**config.mk**
```make
export PLATFORM = sky130hd
export DESIGN_NAME = kps_scanner
export DESIGN_NICKNAME = d
export VERILOG_FILES = /design/src/hw/kps_pkg.sv /design/src/hw/kps_sync.sv /design/src/hw/kps_zero_find.sv /design/src/hw/kps_scanner.sv
export SDC_FILE = /design/constraint.sdc
export NUM_CORES = 1
export LEC_CHECK = 0
export BUFFER_PORTS_ARGS = -buffer_cell sky130_fd_sc_hd__buf_4
export CAP_MARGIN = 20
export CORE_MARGIN = 2
export CORE_UTILIZATION = 55
export DETAILED_ROUTE_END_ITERATION = 10
export GPL_TIMING_DRIVEN = 0
export PLACE_DENSITY = 0.8
export SLEW_MARGIN = 20
export SYNTH_ARGS = -nofsm -noshare
export SYNTH_HDL_FRONTEND = slang
export SYNTH_HIERARCHICAL = 1
export SYNTH_SLANG_ARGS = --single-unit
```
**constraint.sdc**
```tcl
create_clock -name pclk -period 5.75 [get_ports pclk]
set_input_delay 1.15 -clock pclk [delete_from_list [all_inputs] [get_ports pclk]]
set_output_delay 1.15 -clock pclk [all_outputs]
set_load 0.02 [all_outputs]
```
**src/hw/kps_pkg.sv**
```systemverilog
// package of constants and types for the matrix keypad scanner
package kps_pkg;

  // clock and debounce timing
  localparam int          CLK_KHZ     = 25000;   // pclk rate in kHz
  localparam int          DEBOUNCE_MS = 30;      // debounce wait in ms
  localparam logic [3:0]  MC_DIV      = 4'hC;    // pclk cycles per machine cycle
  localparam int          DEBOUNCE_MC = (CLK_KHZ * DEBOUNCE_MS) / 12; // machine cycles
  localparam logic [2:0]  SETTLE_CYC  = 3'h4;    // pclk cycles after a drive swap

  // line geometry
  localparam int          NLINES      = 8;

  // register byte offsets
  localparam logic [7:0]  ADDR_CTRL    = 8'h00;
  localparam logic [7:0]  ADDR_PRELOAD = 8'h04;
  localparam logic [7:0]  ADDR_KEY     = 8'h08;
  localparam logic [7:0]  ADDR_STATUS  = 8'h0C;
  localparam logic [7:0]  ADDR_INTSTAT = 8'h10;
  localparam logic [7:0]  ADDR_INTMASK = 8'h14;
  localparam logic [7:0]  ADDR_LINES   = 8'h18;

  // field positions
  localparam int          CTRL_EN_BIT    = 0;
  localparam int          STAT_FLAG_BIT  = 0;
  localparam int          STAT_RUN_BIT   = 1;
  localparam int          STAT_BUSY_BIT  = 2;
  localparam int          STAT_SWAP_BIT  = 3;
  localparam int          LINES_RECV_LSB = 0;
  localparam int          LINES_SCAN_LSB = 8;

  // reset values
  localparam logic        CTRL_EN_RST  = 1'b1;
  localparam logic [2:0]  INTMASK_RST  = 3'h0;
  localparam logic [7:0]  KEY_RST      = 8'h00;

  // result of looking for low bits in one line set
  typedef struct packed {
    logic [3:0] zeros;   // number of low bits
    logic [3:0] pos;     // position 1..8 of the highest low bit
  } kps_line_res_t;

  // sticky event bits, same layout in status and mask
  typedef struct packed {
    logic tmr;    // bit 2: delay timer rollover
    logic lock;   // bit 1: event discarded, not exactly one line low (several keys or none)
    logic key;    // bit 0: key address accepted
  } kps_evt_t;

  // key press handler states
  typedef enum logic [2:0] {
    KPS_IDLE,
    KPS_DEBOUNCE,
    KPS_CAPTURE,
    KPS_SWAP,
    KPS_SAMPLE,
    KPS_RESOLVE,
    KPS_DONE
  } kps_handler_t;

endpackage

```
**src/hw/kps_sync.sv**
```systemverilog
// two-flop synchroniser for a bundle of pin inputs
`timescale 1ns/100ps
`default_nettype none

module kps_sync #(
  parameter int W = 8
) (
  input  wire logic         pclk,
  input  wire logic         presetn,
  input  wire logic [W-1:0] async_in,
  output logic      [W-1:0] sync_out
);

  logic [W-1:0] meta_q;

  // one flop pair per bit; first stage feeds only the second
  for (genvar i = 0; i < W; i++) begin : g_bit
    always_ff @(posedge pclk or negedge presetn) begin
      if (!presetn) begin
        meta_q[i]   <= 1'b1;
        sync_out[i] <= 1'b1;
      end else begin
        meta_q[i]   <= async_in[i];
        sync_out[i] <= meta_q[i];
      end
    end
  end

endmodule // kps_sync

`default_nettype wire

```
**src/hw/kps_zero_find.sv**
```systemverilog
// counts the low bits of one line set and locates them
`timescale 1ns/100ps
`default_nettype none

module kps_zero_find (
  input  wire logic [7:0]            lines,
  output kps_pkg::kps_line_res_t     res
);

  // walk bits 0..7, later low bits overwrite the position
  always_comb begin
    res = '0;
    for (int i = 0; i < kps_pkg::NLINES; i++) begin
      if (!lines[i]) begin
        res.zeros = res.zeros + 4'h1;
        res.pos   = 4'(i + 1);
      end
    end
  end

endmodule // kps_zero_find

`default_nettype wire

```
**src/hw/kps_scanner.sv**
```systemverilog
// matrix keypad scanner top with apb register slave
//
// Local design decisions: the APB slave port and the register addresses.
`timescale 1ns/100ps
`default_nettype none

module kps_scanner #(
  parameter int unsigned DEBOUNCE_MC = kps_pkg::DEBOUNCE_MC
) (
  input  wire logic        pclk,
  input  wire logic        presetn,
  // apb slave
  input  wire logic        psel,
  input  wire logic        penable,
  input  wire logic        pwrite,
  input  wire logic [7:0]  paddr,
  input  wire logic [31:0] pwdata,
  output logic      [31:0] prdata,
  output logic             pready,
  output logic             pslverr,
  // scan lines
  input  wire logic [7:0]  scan_in,
  output logic      [7:0]  scan_out,
  output logic      [7:0]  scan_oe,
  // receive lines
  input  wire logic [7:0]  recv_in,
  output logic      [7:0]  recv_out,
  output logic      [7:0]  recv_oe,
  // key result
  output logic      [7:0]  key_addr,
  output logic             key_valid,
  output logic             irq
);

  localparam logic [15:0] PRELOAD_RST = 16'(32'h0 - DEBOUNCE_MC);

  kps_pkg::kps_handler_t  state_q;
  kps_pkg::kps_handler_t  state_d;
  kps_pkg::kps_line_res_t recv_res;
  kps_pkg::kps_line_res_t scan_res;
  kps_pkg::kps_evt_t      evt;
  kps_pkg::kps_evt_t      int_stat_q;
  kps_pkg::kps_evt_t      int_mask_q;

  logic [7:0]  recv_s;
  logic [7:0]  scan_s;
  logic [7:0]  recv_hold_q;
  logic [7:0]  scan_hold_q;
  logic [7:0]  key_addr_q;
  logic        key_valid_q;
  logic        irq_q;
  logic        scan_en_q;
  logic [15:0] preload_q;
  logic [15:0] delay_timer_q;
  logic [3:0]  presc_q;
  logic        delay_timer_run_q;
  logic        swap_q;
  logic [2:0]  settle_q;
  logic        kint_q;
  logic        key_irq_flag_q;

  // pin synchronisers
  kps_sync #(.W(8)) u_sync_recv (
    .pclk     (pclk),
    .presetn  (presetn),
    .async_in (recv_in),
    .sync_out (recv_s)
  );

  kps_sync #(.W(8)) u_sync_scan (
    .pclk     (pclk),
    .presetn  (presetn),
    .async_in (scan_in),
    .sync_out (scan_s)
  );

  // low-bit search on the captured sets
  kps_zero_find u_find_recv (
    .lines (recv_hold_q),
    .res   (recv_res)
  );

  kps_zero_find u_find_scan (
    .lines (scan_hold_q),
    .res   (scan_res)
  );

  // line drive: rest drives scan low, swap drives receive low
  assign scan_out = 8'h00;
  assign scan_oe  = {8{~swap_q}};
  assign recv_out = 8'h00;
  assign recv_oe  = {8{swap_q}};

  // combined key input and its falling edge
  wire kint      = &recv_s;
  wire kint_fall = kint_q & ~kint;

  // handler decode
  wire in_idle    = (state_q == kps_pkg::KPS_IDLE);
  wire start_svc  = in_idle && scan_en_q && key_irq_flag_q;
  wire svc_end    = (state_q == kps_pkg::KPS_DONE);
  wire recv_one   = (recv_res.zeros == 4'h1);
  wire scan_one   = (scan_res.zeros == 4'h1);
  wire settle_end = (settle_q == 3'h0);

  // machine cycle tick and timer rollover
  wire mc_tick  = delay_timer_run_q && (presc_q == kps_pkg::MC_DIV - 4'h1);
  wire tmr_roll = mc_tick && (delay_timer_q == 16'hFFFF);

  // next handler state; rollover has priority, key waits for idle
  always_comb begin
    state_d = state_q;
    case (state_q)
      kps_pkg::KPS_IDLE: begin
        if (start_svc) begin
          state_d = kps_pkg::KPS_DEBOUNCE;
        end
      end
      kps_pkg::KPS_DEBOUNCE: begin
        if (tmr_roll) begin
          state_d = kps_pkg::KPS_CAPTURE;
        end
      end
      kps_pkg::KPS_CAPTURE: begin
        state_d = kps_pkg::KPS_SWAP;
      end
      kps_pkg::KPS_SWAP: begin
        state_d = recv_one ? kps_pkg::KPS_SAMPLE : kps_pkg::KPS_DONE;
      end
      kps_pkg::KPS_SAMPLE: begin
        if (settle_end) begin
          state_d = kps_pkg::KPS_RESOLVE;
        end
      end
      kps_pkg::KPS_RESOLVE: begin
        state_d = kps_pkg::KPS_DONE;
      end
      kps_pkg::KPS_DONE: begin
        state_d = kps_pkg::KPS_IDLE;
      end
      default: begin
        state_d = kps_pkg::KPS_IDLE;
      end
    endcase
  end

  // events for the sticky status
  assign evt.tmr  = tmr_roll;
  assign evt.lock = ((state_q == kps_pkg::KPS_SWAP) && !recv_one)
                  || ((state_q == kps_pkg::KPS_RESOLVE) && !scan_one);
  assign evt.key  = (state_q == kps_pkg::KPS_RESOLVE) && scan_one;

  // handler state register
  always_ff @(posedge pclk or negedge presetn) begin
    if (!presetn) begin
      state_q <= kps_pkg::KPS_IDLE;
    end else begin
      state_q <= state_d;
    end
  end

  // key request flag; a new edge wins over either clear
  always_ff @(posedge pclk or negedge presetn) begin
    if (!presetn) begin
      kint_q         <= 1'b1;
      key_irq_flag_q <= 1'b0;
    end else begin
      kint_q <= kint;
      if (kint_fall) begin
        key_irq_flag_q <= 1'b1;
      end else if (start_svc || svc_end) begin
        key_irq_flag_q <= 1'b0;
      end
    end
  end

  // debounce timer counting machine cycles of pclk/12
  always_ff @(posedge pclk or negedge presetn) begin
    if (!presetn) begin
      delay_timer_q     <= 16'h0000;
      presc_q           <= 4'h0;
      delay_timer_run_q <= 1'b0;
    end else if (start_svc) begin
      delay_timer_q     <= preload_q;
      presc_q           <= 4'h0;
      delay_timer_run_q <= 1'b1;
    end else if (tmr_roll) begin
      delay_timer_q     <= 16'h0000;
      presc_q           <= 4'h0;
      delay_timer_run_q <= 1'b0;
    end else if (delay_timer_run_q) begin
      presc_q       <= mc_tick ? 4'h0 : presc_q + 4'h1;
      delay_timer_q <= mc_tick ? delay_timer_q + 16'h0001 : delay_timer_q;
    end
  end

  // drive swap and settle counter
  always_ff @(posedge pclk or negedge presetn) begin
    if (!presetn) begin
      swap_q   <= 1'b0;
      settle_q <= 3'h0;
    end else if ((state_q == kps_pkg::KPS_SWAP) && recv_one) begin
      swap_q   <= 1'b1;
      settle_q <= kps_pkg::SETTLE_CYC;
    end else if (svc_end) begin
      swap_q   <= 1'b0;
    end else if (!settle_end) begin
      settle_q <= settle_q - 3'h1;
    end
  end

  // captured line sets
  always_ff @(posedge pclk or negedge presetn) begin
    if (!presetn) begin
      recv_hold_q <= 8'hFF;
      scan_hold_q <= 8'hFF;
    end else begin
      if (state_q == kps_pkg::KPS_CAPTURE) begin
        recv_hold_q <= recv_s;
      end
      if ((state_q == kps_pkg::KPS_SAMPLE) && settle_end) begin
        scan_hold_q <= scan_s;
      end
    end
  end

  // key address and one-cycle strobe
  always_ff @(posedge pclk or negedge presetn) begin
    if (!presetn) begin
      key_addr_q  <= kps_pkg::KEY_RST;
      key_valid_q <= 1'b0;
    end else begin
      key_valid_q <= evt.key;
      if (evt.key) begin
        key_addr_q <= {scan_res.pos, recv_res.pos};
      end
    end
  end

  assign key_addr  = key_addr_q;
  assign key_valid = key_valid_q;

  // apb decode, zero wait states
  wire acc     = psel && penable;
  wire hit_ctl = (paddr == kps_pkg::ADDR_CTRL);
  wire hit_pre = (paddr == kps_pkg::ADDR_PRELOAD);
  wire hit_key = (paddr == kps_pkg::ADDR_KEY);
  wire hit_sts = (paddr == kps_pkg::ADDR_STATUS);
  wire hit_ist = (paddr == kps_pkg::ADDR_INTSTAT);
  wire hit_msk = (paddr == kps_pkg::ADDR_INTMASK);
  wire hit_lns = (paddr == kps_pkg::ADDR_LINES);
  wire hit     = hit_ctl | hit_pre | hit_key | hit_sts | hit_ist | hit_msk | hit_lns;
  wire wr      = acc && pwrite;

  assign pready  = 1'b1;
  assign pslverr = acc && !hit;

  // status word
  wire [31:0] status_w = {28'h0000000,
                          swap_q,
                          !in_idle,
                          delay_timer_run_q,
                          key_irq_flag_q};

  // read mux
  assign prdata = hit_ctl ? {31'h00000000, scan_en_q}
                : hit_pre ? {16'h0000, preload_q}
                : hit_key ? {24'h000000, key_addr_q}
                : hit_sts ? status_w
                : hit_ist ? {29'h00000000, int_stat_q}
                : hit_msk ? {29'h00000000, int_mask_q}
                : hit_lns ? {16'h0000, scan_s, recv_s}
                : 32'h00000000;

  // software registers
  always_ff @(posedge pclk or negedge presetn) begin
    if (!presetn) begin
      scan_en_q  <= kps_pkg::CTRL_EN_RST;
      preload_q  <= PRELOAD_RST;
      int_mask_q <= kps_pkg::INTMASK_RST;
    end else if (wr) begin
      if (hit_ctl) scan_en_q  <= pwdata[kps_pkg::CTRL_EN_BIT];
      if (hit_pre) preload_q  <= pwdata[15:0];
      if (hit_msk) int_mask_q <= pwdata[2:0];
    end
  end

  // sticky interrupt status, write one to clear, set wins
  wire [2:0] w1c = (wr && hit_ist) ? pwdata[2:0] : 3'h0;

  always_ff @(posedge pclk or negedge presetn) begin
    if (!presetn) begin
      int_stat_q <= '0;
      irq_q      <= 1'b0;
    end else begin
      int_stat_q <= (int_stat_q & ~w1c) | evt;
      irq_q      <= |(((int_stat_q & ~w1c) | evt) & int_mask_q);
    end
  end

  assign irq = irq_q;

endmodule // kps_scanner

`default_nettype wire

```
---- Yosys cells after proc, flatten, opt, wreduce, memory -nomap -nowiden ----
Index checks and enable logic that the tools add are counted.
storage, ports and cells
  flip-flop bits (word level) ............. 111
  bits of input ports ..................... 61
  output and inout port bits .............. 76
  word-level logic and storage cells ...... 185
operators by class
  bitwise gates (word level) .............. 13
  $add $sub $neg .......................... 17
  equal/unequal tests ..................... 21
  reduce and logical (&&, ||, !) cells .... 35
  muxes and demuxes ....................... 46
operators with widths
  cell                                                  count
  2-to-1 mux 16 bit                                     11
  2-to-1 mux 8 bit                                      14
  adder 4 x 1 -> 4 bit (second input constant)          13
  equality test 8 x 5 -> 1 bit (second input constant)  3
  2-to-1 mux 3 bit                                      7
  one-hot mux 3 bit (6 select lines)                    1
  adder 16 x 1 -> 16 bit (second input constant)        1
  equality test 16 bit (second input constant)          1
  equality test 8 x 4 -> 1 bit (second input constant)  2
  2-to-1 mux 4 bit                                      4
  logical AND 1 bit                                     13
  2-to-1 mux 5 bit                                      2
  AND reduction 2 bit                                   5
  equality test 3 bit (second input constant)           3
  equality test 4 x 1 -> 1 bit (second input constant)  2
  equality test 8 x 3 -> 1 bit (second input constant)  1
  zero test 8 bit                                       1
  AND reduction 8 bit                                   1
  AND 3 bit                                             2
  equality test 3 x 2 -> 1 bit (second input constant)  2
  zero test 3 bit                                       2
  2-to-1 mux 1 bit                                      6
  != test 2 x 1 -> 1 bit (second input constant)        3
  OR 1 bit                                              6
  other kinds (16)                                      26

---- Longest topological paths before layout ----
Gate-level depths: netlist (run 1).
  depth after elaboration ................. 22
  depth in mapped cells ................... 26
  mapped depth without buffers ............ 26

---- Cells and area by module ----
The synthesis (run 1) kept the hierarchy.
by module, submodules not included
  module         area an instance (um^2)  times used  sequential area each (um^2)  cells each
  kps_scanner    4367.9                   1           2009.4                       413
  kps_zero_find  608.1                    2           0.0                          73
  kps_sync       420.4                    2           420.4                        16

---- Worst setup path before layout (run 1) ----
OpenSTA, ideal clock, no wires.
  path kind ............................... register to register
  from .................................... reg scan_hold_q[0]
  to ...................................... reg key_addr_q[0], in the netlist key_addr[0]
  required time ........................... 5.625 ns
  path buffers ............................ 1
  data arrival time ....................... 4.934 ns
  setup slack ............................. 0.691 ns
  setup time .............................. 0.125 ns
  period minus slack after synthesis ...... 5.059 ns
  stages on the path, launching flop included .. 24
  path through ............................ dfstp_2 inv_1 ha_1 xnor2_1 ha_1 nor2b_1 a21o_1 ha_1 nand2b_1 nand2_1 ha_1 nor2_1 a31oi_1 a41oi_2 inv_1 ha_1 nor2_1 a21oi_2 ha_1 mux2_2 nor4b_1 and4b_1 clkbuf_1 mux2_2
RTL lines
  item                    line                RTL
  from (decl)             kps_scanner.sv:48   logic [7:0] scan_hold_q;
  from (signal assigned)  kps_scanner.sv:222  scan_hold_q <= scan_s;
  to (signal assigned)    kps_scanner.sv:230  key_addr_q <= kps_pkg::KEY_RST;
  to (signal assigned)    kps_scanner.sv:235  key_addr_q <= {scan_res.pos, recv_res.pos};
  to (decl)               kps_scanner.sv:49   logic [7:0] key_addr_q;

==> results of run 1 <==
worst paths after layout:
| kind | to | slack, ns |
|---|---|---|
| min in group asynchronous | preload_q[10]$_DFFE_PN0P_ | 0.91 |
| hold / removal | u_sync_recv/sync_out[4]$_DFF_PN1_ | 0.35 |
| setup reg to reg | irq$_DFF_PN0_ | 0.35 |
| setup / recovery | irq$_DFF_PN0_ | 0.35 |
| hold reg to reg | u_sync_recv/sync_out[4]$_DFF_PN1_ | 0.35 |
| max in group asynchronous | int_stat_q[2]$_DFF_PN0_ | 4.18 |
kinds of logic (layout without fill, tap and decap cells):
| family | Yosys count | after routing | synth area share |
|---|---|---|---|
| XOR/XNOR | 39 | 39 | 0.07108 |
| adder cells (fa/ha/maj) | 20 | 20 | 0.03895 |
| AND/OR/NAND/NOR | 171 | 171 | 0.1447 |
| other | 2 | 33 | 0.001169 |
| multiplexers | 56 | 56 | 0.1001 |
| buffers and inverters | 94 | 198 | 0.09153 |
| flip-flops | 111 | 111 | 0.4436 |
| AO/OA/AOI/OAI | 98 | 98 | 0.1089 |
routing by layer:
metal  global-route usage  up-vias  routed length, µm
met1               0.2963     2343               5724
met4              0.07886        0                299
met2               0.4044      188               7329
met5                    0        -                  0
met3              0.04104       29                988
li1                     -     2257                  -
layout by cell type, fill, tap and decap left out, drive strengths merged, types with 20 or more instances in the layout:
cell | Yosys | layout
buf | 61 | 150
ha | 20 | 20
nand2 | 55 | 55
xnor2 | 29 | 29
dfstp | 58 | 58
dfrtp | 53 | 53
conb | 2 | 33
a21oi | 26 | 26
nor2 | 35 | 35
clkbuf | 11 | 23
mux2 | 47 | 47
inv | 22 | 23
o21ai | 22 | 22
stage by stage:
stage / instance area (µm²) / std cells
4_1_cts: 7675 / 867
6_report: 7704 / 869
2_1_floorplan: 6541 / 622
5_1_grt: 7704 / 869
3_5_place_dp: 7377 / 852
3_3_place_gp: 7373 / 852
worst max-delay path, cell delays in order (launching register included):
cell and delay [ns]:
sky130_fd_sc_hd__dfstp_2 0.58, sky130_fd_sc_hd__inv_1 0.05, sky130_fd_sc_hd__ha_1 0.34, sky130_fd_sc_hd__xnor2_1 0.15, sky130_fd_sc_hd__ha_1 0.31, sky130_fd_sc_hd__nor2b_1 0.16, sky130_fd_sc_hd__a21o_1 0.18, sky130_fd_sc_hd__ha_1 0.27
sky130_fd_sc_hd__nand2b_1 0.14, sky130_fd_sc_hd__nand2_1 0.07, sky130_fd_sc_hd__ha_1 0.27, sky130_fd_sc_hd__nor2_1 0.08, sky130_fd_sc_hd__a31oi_1 0.06, sky130_fd_sc_hd__a41oi_2 0.27, sky130_fd_sc_hd__inv_1 0.07, sky130_fd_sc_hd__ha_1 0.28
sky130_fd_sc_hd__nor2_1 0.15, sky130_fd_sc_hd__a21oi_2 0.07, sky130_fd_sc_hd__ha_1 0.28, sky130_fd_sc_hd__mux2_2 0.27, sky130_fd_sc_hd__nor4b_2 0.40, sky130_fd_sc_hd__o22ai_1 0.18, sky130_fd_sc_hd__a22o_1 0.28, sky130_fd_sc_hd__a221o_1 0.36
layout make-up:
type	count	area share
timing repair buffer	89	0.08722
tap	143	0.02323
multi-input combinational	417	0.4046
sequential	111	0.3700
clock buffer	13	0.03378
inverter	22	0.01072
clock inverter	3	0.005360
buffer	71	0.06513
report_power, final:
part	total, W	switching (W)	internal [W]
logic	0.000113	0.0000637	0.0000497
registers	0.000830	0.0000176	0.000813
clock network	0.000632	0.000270	0.000362
total	0.00158	0.000352	0.00122
registers in the layout, indices dropped and copies added (netlist names), 3 cells and up:
| register | cells |
|---|---|
| recv_hold_q | 8 |
| int_stat_q | 3 |
| u_sync_recv/sync_out | 8 |
| key_addr | 8 |
| presc_q | 4 |
| preload_q | 16 |
| delay_timer_q | 16 |
| settle_q | 3 |
| u_sync_scan/meta_q | 8 |
| state_q | 3 |
| int_mask_q | 3 |
| scan_hold_q | 8 |
| u_sync_scan/sync_out | 8 |
| u_sync_recv/meta_q | 8 |
what timing repair did:
action,CTS,global route
setup endpoints to repair,8,9
buffers inserted,0,2
pin swaps,0,1
resized for setup,0,3
==> out/results.ini, run 1 <==
[floorplanning]
io_pins=137
die_h_um=112.1
placement_rows=39
chipWidth_um=112.1
dieArea_um2=12560
initial_core_utilization=0.5627
core_area_um2=11420

[clock_network]
maximum_level_of_the_cts_h_tree=3
cts.path.max_buffers=2
number_of_buffers_created_by_cts=9
clkLatencyLatePin_ns=0.35
clk_pin_slew_ns=0.07
cts_num_sinks=111
postCtsHoldBufs=0
cts.root.buffer_cell=sky130_fd_sc_hd__clkbuf_16
tritoncts=built

[routing]
drt-vias-per-instance=5.543
antenna_violating_nets_post_route=0
postRouteWirelength_mm=14.34
drt_drc_violations_left=0
via_count=4817
detail_route.iter0.violations=405
detail_route.first_pass.iterations=6
wire_per_inst_um=16.50

[timing]
hold-worst-slack_ns=0.3519
final_max_slew_viol_count=0
finalHoldViolations=0
post-route-period-util=0.9390
max-slew-margin-rel=0.3574
final_period_minus_worst_setup_slack_ns=5.399
max_freq_ghz=0.1852
timing.final.ws_setup_ns=0.3508
clock_tree_skew_after_final_layout_ns=0.009344
timing.final.setup_violations=0
unrepaired_setup_endpoints_after_global_routing=no
fin_tns_setup_ns=0
tightestPinTransition_ns=0.9638

[placement]
hpwlAfterDp_mm=10.89
pre_cts_ws_ns=-0.07807
gp_routability_congestion=0.8960
placement.io_buffers=87

[global_routing]
grt_pass1_vias=4766
antenna_violations_before_repair=0
grt_max_degree=112
globalRouteOverflowTotal=0
grt_use_total=0.2329
grt_first_pass_wirelength_mm=23.53

[final_layout]
layout.core_utilization=0.6747
layout.area.seq_um2=2850
num_antenna_cells=0
p_r_area_growth_vs_syn_pct=19.90
num-nets-final=802
multi_input_area_um2=3117
num-fill-cells=857
final_layout_size_suffix_gt1_frac=0.4146

[yosys]
cell_type_contributing_the_most_total_cell_area_after_synthesis=sky130_fd_sc_hd__dfstp_2
synth-seq-area-share=0.4436
yosys_register_bits=111
netlist_area_before_placement_um2=6425
synth_cell_type_count=67
synth_top_cells_by_count=sky130_fd_sc_hd__dfstp_2 (58), sky130_fd_sc_hd__nand2_1 (55), sky130_fd_sc_hd__buf_4 (53), sky130_fd_sc_hd__dfrtp_1 (53), sky130_fd_sc_hd__nor2_1 (35)
synth_enable_flop_cells=0
netlist_top_cells_area=sky130_fd_sc_hd__dfstp_2 (24%), sky130_fd_sc_hd__dfrtp_1 (21%), sky130_fd_sc_hd__buf_4 (6.2%)
share_of_synthesized_flip_flops_with_an_asynchronous_set_or_reset=1.000
synth_largest_type_area_fraction=0.2372
synth-main-ff-cell=sky130_fd_sc_hd__dfstp_2
syn_inst=591
synth.most_common_cell=sky130_fd_sc_hd__dfstp_2
yosys_warnings=6
avgSynthCellArea_um2=10.87

[hold_path]
hold-path-cell-count=0
hp-start=u_sync_recv/meta_q[4]$_DFF_PN1_
holdCritPathClass=reg2reg

[worst_setup_path]
timing.critical_path.from=recv_hold_q[1]$_DFFE_PN1P_
critPathKind=reg2reg
worstReg2RegStart=recv_hold_q[1]$_DFFE_PN1P_
worst_r2r_path_depth=23
timing.critical_path.fanout_max=5
start_kind=flop
worst_ep_required_time_ns=5.98
arrival_ns=5.63
cp_endpoint_kind=flop

[power]
static_power_due_to_leakage_nw=3.612
power_w=0.001576
vdd_drop_max_v=0.0001647
power-per-cell-area_nw_per_um2=204.6

[status]
outcome=finished clean

[job]
number_of_maximum_capacitance_constraint_violations=0

Power figures use the tool's default switching activity.
==> inputs of run 2 (changes only) <==
RECOVER_POWER = 25   (was unset)
==> out/results.ini, run 2 (synthesis gave the netlist of run 1 again) <==
[power]
vdd_drop_max_v=0.0001647  ; about the same
seqPwrFrac=0.528  ; about the same
pwr-share-clk=0.401  ; about the same
power.share.combinational=0.071  ; about the same
power.internal_w=0.001223  ; about the same
net_sw_frac=0.2228  ; -0.0002272
total_switching_power_w=0.0003507  ; -0.23%
static_power_due_to_leakage_nw=3.607  ; -0.16%
power-per-cell-area_nw_per_um2=204.5  ; about the same

[routing]
detail_route.iter0.violations=434  ; +7.2%
antenna_violating_nets_post_route=0  ; unchanged
postRouteWirelength_mm=14.35  ; about the same
drt-vias-per-instance=5.536  ; -0.12%
drt_drc_violations_left=0  ; unchanged
via_count=4811  ; -0.12%
detail_route.first_pass.iterations=5  ; -1
wire_per_inst_um=16.52  ; about the same

[floorplanning]
io_pins=137  ; unchanged
die_h_um=112.1  ; unchanged
dieArea_um2=12560  ; unchanged
chipWidth_um=112.1  ; unchanged
core_area_um2=11420  ; unchanged
placement_rows=39  ; unchanged
initial_core_utilization=0.5627  ; unchanged

[placement]
hpwlAfterDp_mm=10.89  ; unchanged
placement.io_buffers=87  ; unchanged
gp_routability_congestion=0.8960  ; unchanged
placedInstanceArea_um2=7377  ; unchanged

[worst_setup_path]
timing.critical_path.fanout_max=5  ; unchanged
arrival_ns=5.63  ; about the same
worst_r2r_path_depth=23  ; unchanged
critPathKind=reg2reg
start_kind=flop
cp_endpoint_kind=flop
worst_ep_required_time_ns=5.98  ; about the same

[final_layout]
p_r_area_growth_vs_syn_pct=19.81  ; about the same
num-fill-cells=859  ; +0.23%
mostFrequentLayoutCell=sky130_fd_sc_hd__buf_4
layout_top_registers=delay_timer_q (16), preload_q (16)
layout_common_cells=sky130_fd_sc_hd__buf_4 (125), sky130_fd_sc_hd__dfstp_2 (57), sky130_fd_sc_hd__nand2_1 (55)
layout.core_utilization=0.6741  ; about the same
num_antenna_cells=0  ; unchanged
multi_input_area_um2=3117  ; unchanged
post-route-cell-area_um2=7697  ; about the same
num-nets-final=802  ; unchanged
final_layout_size_suffix_gt1_frac=0.4132  ; -0.001377
layout.area.seq_um2=2850  ; unchanged

[clock_network]
maximum_level_of_the_cts_h_tree=3  ; unchanged
clk_pin_slew_ns=0.07  ; about the same
clkLatencyLatePin_ns=0.35  ; about the same
cts.path.max_buffers=2  ; unchanged
cts_num_sinks=111  ; unchanged
number_of_buffers_created_by_cts=9  ; unchanged
postCtsHoldBufs=0  ; unchanged
cts.root.buffer_cell=sky130_fd_sc_hd__clkbuf_16
tritoncts=built

[hold_path]
holdCritPathClass=reg2reg
hold-path-cell-count=0  ; unchanged

[status]
failed_checks=capacitance limit, slew limit
outcome=complete, but fails checks

[global_routing]
antenna_violations_before_repair=0  ; unchanged
grt_max_degree=112  ; unchanged
grt_use_total=0.2329  ; unchanged
grt_first_pass_wirelength_mm=23.53  ; unchanged
grt_pass1_vias=4766  ; unchanged
globalRouteOverflowTotal=0  ; unchanged

[timing]
unrepaired_setup_endpoints_after_global_routing=no
fin_tns_setup_ns=0  ; unchanged
final_max_slew_viol_count=112  ; +112
final_period_minus_worst_setup_slack_ns=5.402  ; +0.002432 ns
max-slew-margin-rel=-0.7703  ; -1.128
post-route-period-util=0.9394  ; about the same
finalHoldViolations=0  ; unchanged
timing.final.setup_violations=0  ; unchanged
max_freq_ghz=0.1851  ; about the same
tightestPinTransition_ns=2.655  ; +1.692 ns
clock_tree_skew_after_final_layout_ns=0.008467  ; -0.0008774 ns

[job]
number_of_maximum_capacitance_constraint_violations=1  ; +1

==> run 2: cell count changes in the layout (fill, tap and decap cells not counted), sizes merged <==
cell    previous run  this run
buf              150       133
clkbuf            23        40
==> run 2: path summary, 6_finish.rpt <==
check,end,slack (ns),start
max reg2reg,irq$_DFF_PN0_,0.35,recv_hold_q[1]$_DFFE_PN1P_
max in group asynchronous,int_mask_q[0]$_DFFE_PN0P_,2.57,presetn
max,irq$_DFF_PN0_,0.35,recv_hold_q[1]$_DFFE_PN1P_
min in group asynchronous,preload_q[10]$_DFFE_PN0P_,1.61,presetn
min,u_sync_recv/sync_out[4]$_DFF_PN1_,0.35,u_sync_recv/meta_q[4]$_DFF_PN1_
min reg2reg,u_sync_recv/sync_out[4]$_DFF_PN1_,0.35,u_sync_recv/meta_q[4]$_DFF_PN1_
==> run 2: power by group through the flow <==
stage	clock network [W]	registers (W)	logic, W
3_3_place_gp	0	0.000842	0.000109
5_1_grt	0.000670	0.000832	0.000124
2_1_floorplan	0	0.000836	0.0000629
3_5_place_dp	0	0.000843	0.000113
6_report	0.000631	0.000830	0.000112
4_1_cts	0.000641	0.000830	0.000113
==> run 2: routing by layer <==
layer / track usage / share of wire / vias to the layer above
met4: 0.07886 / 0.023 / 0
li1: - / - / 2256
met3: 0.04104 / 0.068 / 31
met5: 0 / 0 / -
met1: 0.2963 / 0.40 / 2339
met2: 0.4044 / 0.51 / 185
==> run 2: critical path: stages, from the launching register on <==
cell,delay [ns]
sky130_fd_sc_hd__dfstp_2,0.57
sky130_fd_sc_hd__inv_1,0.05
sky130_fd_sc_hd__ha_1,0.34
sky130_fd_sc_hd__xnor2_1,0.15
sky130_fd_sc_hd__ha_1,0.31
sky130_fd_sc_hd__nor2b_1,0.16
sky130_fd_sc_hd__a21o_1,0.18
sky130_fd_sc_hd__ha_1,0.27
sky130_fd_sc_hd__nand2b_1,0.14
sky130_fd_sc_hd__nand2_1,0.07
sky130_fd_sc_hd__ha_1,0.27
sky130_fd_sc_hd__nor2_1,0.08
sky130_fd_sc_hd__a31oi_1,0.06
sky130_fd_sc_hd__a41oi_2,0.27
sky130_fd_sc_hd__inv_1,0.07
sky130_fd_sc_hd__ha_1,0.28
sky130_fd_sc_hd__nor2_1,0.15
sky130_fd_sc_hd__a21oi_2,0.07
sky130_fd_sc_hd__ha_1,0.28
sky130_fd_sc_hd__mux2_2,0.27
sky130_fd_sc_hd__nor4b_2,0.40
sky130_fd_sc_hd__o22ai_1,0.18
sky130_fd_sc_hd__a22o_1,0.28
sky130_fd_sc_hd__a221o_1,0.36
==> run 2: cell type report <==
class	count	area share
multi-input combinational	417	0.4049
sequential	111	0.3703
clock inverter	3	0.005364
timing repair buffer	89	0.08648
buffer	71	0.06518
tap	143	0.02324
clock buffer	13	0.03381
inverter	22	0.01073
==> run 2: metrics by stage <==
step	power (W)	cells	hold WS [ns]	worst slack [ns]
floorplan	0.0008994	622	0.3452	0.6909
detailed placement	0.0009559	852	0.3468	-0.07807
CTS	0.001584	867	0.3565	0.05497
global placement	0.0009507	852	0.3455	0.1518
global route	0.001627	869	0.3597	0.03759
finish	0.001574	869	0.3512	0.3483
==> run 2: timing repair <==
item,4_1_cts,5_1_grt
endpoints found under the setup margin,8,9
setup buffers,0,2
pin swaps,0,1
gates resized for setup,0,3
==> inputs of run 3 (changes only) <==
REMOVE_ABC_BUFFERS = 1   (was unset)
SKIP_CTS_REPAIR_TIMING = 1   (was unset)
==> out/results.ini, run 3 (synthesis gave the netlist of run 1 again) <==
[worst_setup_path]
timing.critical_path.fanout_max=5  ; unchanged
arrival_ns=5.65  ; +0.02 ns
worst_ep_required_time_ns=5.98  ; about the same
start_kind=flop
worst_r2r_path_depth=23  ; unchanged
timing.critical_path.from=recv_hold_q[0]$_DFFE_PN1P_
rr_endpoint=irq$_DFF_PN0_
cp_endpoint_kind=flop
critPathKind=reg2reg
worstReg2RegStart=recv_hold_q[0]$_DFFE_PN1P_
r2r_slack_ns=0.32  ; -0.02 ns

[clock_network]
tritoncts=built
clk_pin_slew_ns=0.07  ; about the same
cts_num_sinks=111  ; unchanged
number_of_buffers_created_by_cts=9  ; unchanged
cts.path.max_buffers=2  ; unchanged
clkLatencyLatePin_ns=0.35  ; about the same
maximum_level_of_the_cts_h_tree=3  ; unchanged
cts.root.buffer_cell=sky130_fd_sc_hd__clkbuf_16

[placement]
pre_cts_ws_ns=0.05097  ; +0.1290 ns
placedInstanceArea_um2=6872  ; -6.9%
placement.io_buffers=87  ; unchanged
hpwlAfterDp_mm=9.813  ; -9.9%
gp_routability_congestion=0.8610  ; -3.9%

[final_layout]
num_antenna_cells=0  ; unchanged
layout_common_cells=sky130_fd_sc_hd__buf_4 (70), sky130_fd_sc_hd__dfstp_2 (56), sky130_fd_sc_hd__nand2_1 (55)
layout_top_registers=delay_timer_q (16), preload_q (16)
num-nets-final=729  ; -9.1%
layout.core_utilization=0.6288  ; -0.04536
p_r_area_growth_vs_syn_pct=11.74
post-route-cell-area_um2=7179  ; -6.7%
num-fill-cells=900  ; +4.8%
final_layout_size_suffix_gt1_frac=0.3599  ; -0.05335
mostFrequentLayoutCell=sky130_fd_sc_hd__buf_4

[status]
failed_checks=capacitance limit, slew limit
outcome=complete, but fails checks

[routing]
antenna_violating_nets_post_route=0  ; unchanged
wire_per_inst_um=16.98  ; +2.8%
via_count=4497  ; -6.5%
drt-vias-per-instance=5.649  ; +2.0%
detail_route.iter0.violations=361  ; -17%
postRouteWirelength_mm=13.52  ; -5.8%
drt_drc_violations_left=0  ; unchanged
detail_route.first_pass.iterations=5  ; unchanged

[floorplanning]
placement_rows=39  ; unchanged
dieArea_um2=12560  ; unchanged
core_area_um2=11420  ; unchanged
io_pins=137  ; unchanged
chipWidth_um=112.1  ; unchanged
initial_core_utilization=0.5627  ; unchanged
die_h_um=112.1  ; unchanged

[timing]
timing.final.setup_violations=0  ; unchanged
max_freq_ghz=0.1843  ; -0.45%
max-slew-margin-rel=-0.7646  ; +0.005630
final_max_slew_viol_count=112  ; unchanged
post-route-period-util=0.9437  ; +0.004247
fin_tns_setup_ns=0  ; unchanged
tightestPinTransition_ns=2.647  ; -0.008444 ns
timing.final.ws_setup_ns=0.3239  ; -0.02442 ns
clock_tree_skew_after_final_layout_ns=0.004868  ; -0.003599 ns
final_period_minus_worst_setup_slack_ns=5.426  ; +0.02442 ns
finalHoldViolations=0  ; unchanged

[power]
static_power_due_to_leakage_nw=3.242  ; -10%
pwr-share-clk=0.404  ; +0.003
net_sw_frac=0.2269  ; +0.004064
power-per-cell-area_nw_per_um2=215.2  ; +5.2%
power.internal_w=0.001194  ; -2.4%
power_w=0.001545  ; -1.8%
seqPwrFrac=0.539  ; +0.011
total_switching_power_w=0.0003505  ; about the same
vdd_drop_max_v=0.0001292  ; -22%
power.share.combinational=0.058  ; -0.013

[hold_path]
hold-path-cell-count=0  ; unchanged
holdCritPathClass=reg2reg
min_to=u_sync_scan/sync_out[0]$_DFF_PN1_
hp-start=u_sync_scan/meta_q[0]$_DFF_PN1_

[job]
number_of_maximum_capacitance_constraint_violations=1  ; unchanged

[global_routing]
grt_max_degree=112  ; unchanged
grt_pass1_vias=4471  ; -6.2%
antenna_violations_before_repair=0  ; unchanged
grt_use_total=0.2216  ; -0.01134
grt_first_pass_wirelength_mm=22.47  ; -4.5%
globalRouteOverflowTotal=0  ; unchanged

[run 3: layer usage]
layer,vias to the layer above,wire [µm],global-route usage
met3,15,663,0.03240
met5,-,0,0
met2,128,6930,0.3755
met1,2255,5747,0.2966
li1,2099,-,-
met4,0,174,0.07073
[run 3: how the worst max path moves through the flow]
stage / to / cells past startpoint
CTS: key_addr[0]$_DFFE_PN0P_ / 22
floorplan: key_addr[0]$_DFFE_PN0P_ / 22
global placement: key_addr[3]$_DFFE_PN0P_ / 22
detailed placement: key_addr[0]$_DFFE_PN0P_ / 22
finish: irq$_DFF_PN0_ / 23
global route: irq$_DFF_PN0_ / 23
[run 3: critical path, stage by stage, from the launching register on]
cell and delay [ns]:
sky130_fd_sc_hd__dfstp_2 0.55, sky130_fd_sc_hd__inv_1 0.07, sky130_fd_sc_hd__ha_1 0.37, sky130_fd_sc_hd__xnor2_1 0.16
sky130_fd_sc_hd__ha_1 0.31, sky130_fd_sc_hd__nor2b_1 0.15, sky130_fd_sc_hd__a21o_1 0.18, sky130_fd_sc_hd__ha_1 0.27
sky130_fd_sc_hd__nand2b_1 0.14, sky130_fd_sc_hd__nand2_1 0.07, sky130_fd_sc_hd__ha_1 0.27, sky130_fd_sc_hd__nor2_1 0.08
sky130_fd_sc_hd__a31oi_1 0.05, sky130_fd_sc_hd__a41oi_2 0.28, sky130_fd_sc_hd__inv_1 0.08, sky130_fd_sc_hd__ha_1 0.29
sky130_fd_sc_hd__nor2_1 0.17, sky130_fd_sc_hd__a21oi_2 0.07, sky130_fd_sc_hd__ha_1 0.28, sky130_fd_sc_hd__mux2_2 0.27
sky130_fd_sc_hd__nor4b_2 0.39, sky130_fd_sc_hd__o22ai_1 0.18, sky130_fd_sc_hd__a22o_1 0.28, sky130_fd_sc_hd__a221o_1 0.36
[run 3: power groups by stage]
stage / Combinational [W] / Sequential [W] / Clock, W
after global placement: 0.0000882 / 0.000843 / 0
after global routing: 0.000101 / 0.000835 / 0.000664
after CTS: 0.0000914 / 0.000832 / 0.000633
after floorplan: 0.0000417 / 0.000838 / 0
final: 0.0000890 / 0.000832 / 0.000623
after detailed placement: 0.0000909 / 0.000845 / 0
[run 3: area by class of cell]
class | count | area [µm²] | area share
Multi-Input combinational cell | 417 | 3117 | 0.4341
Tap cell | 143 | 178.9 | 0.02492
Clock buffer | 11 | 242.7 | 0.03381
Clock inverter | 5 | 57.56 | 0.008017
Sequential cell | 111 | 2850 | 0.3970
Inverter | 22 | 82.58 | 0.01150
Timing Repair Buffer | 87 | 650.6 | 0.09062
[run 3: per-stage QoR]
stage	hold WS, ns	cells
floorplan	0.3452	550
global placement	0.3462	780
detailed placement	0.3473	780
CTS	0.3561	796
global route	0.3581	796
finish	0.3545	796
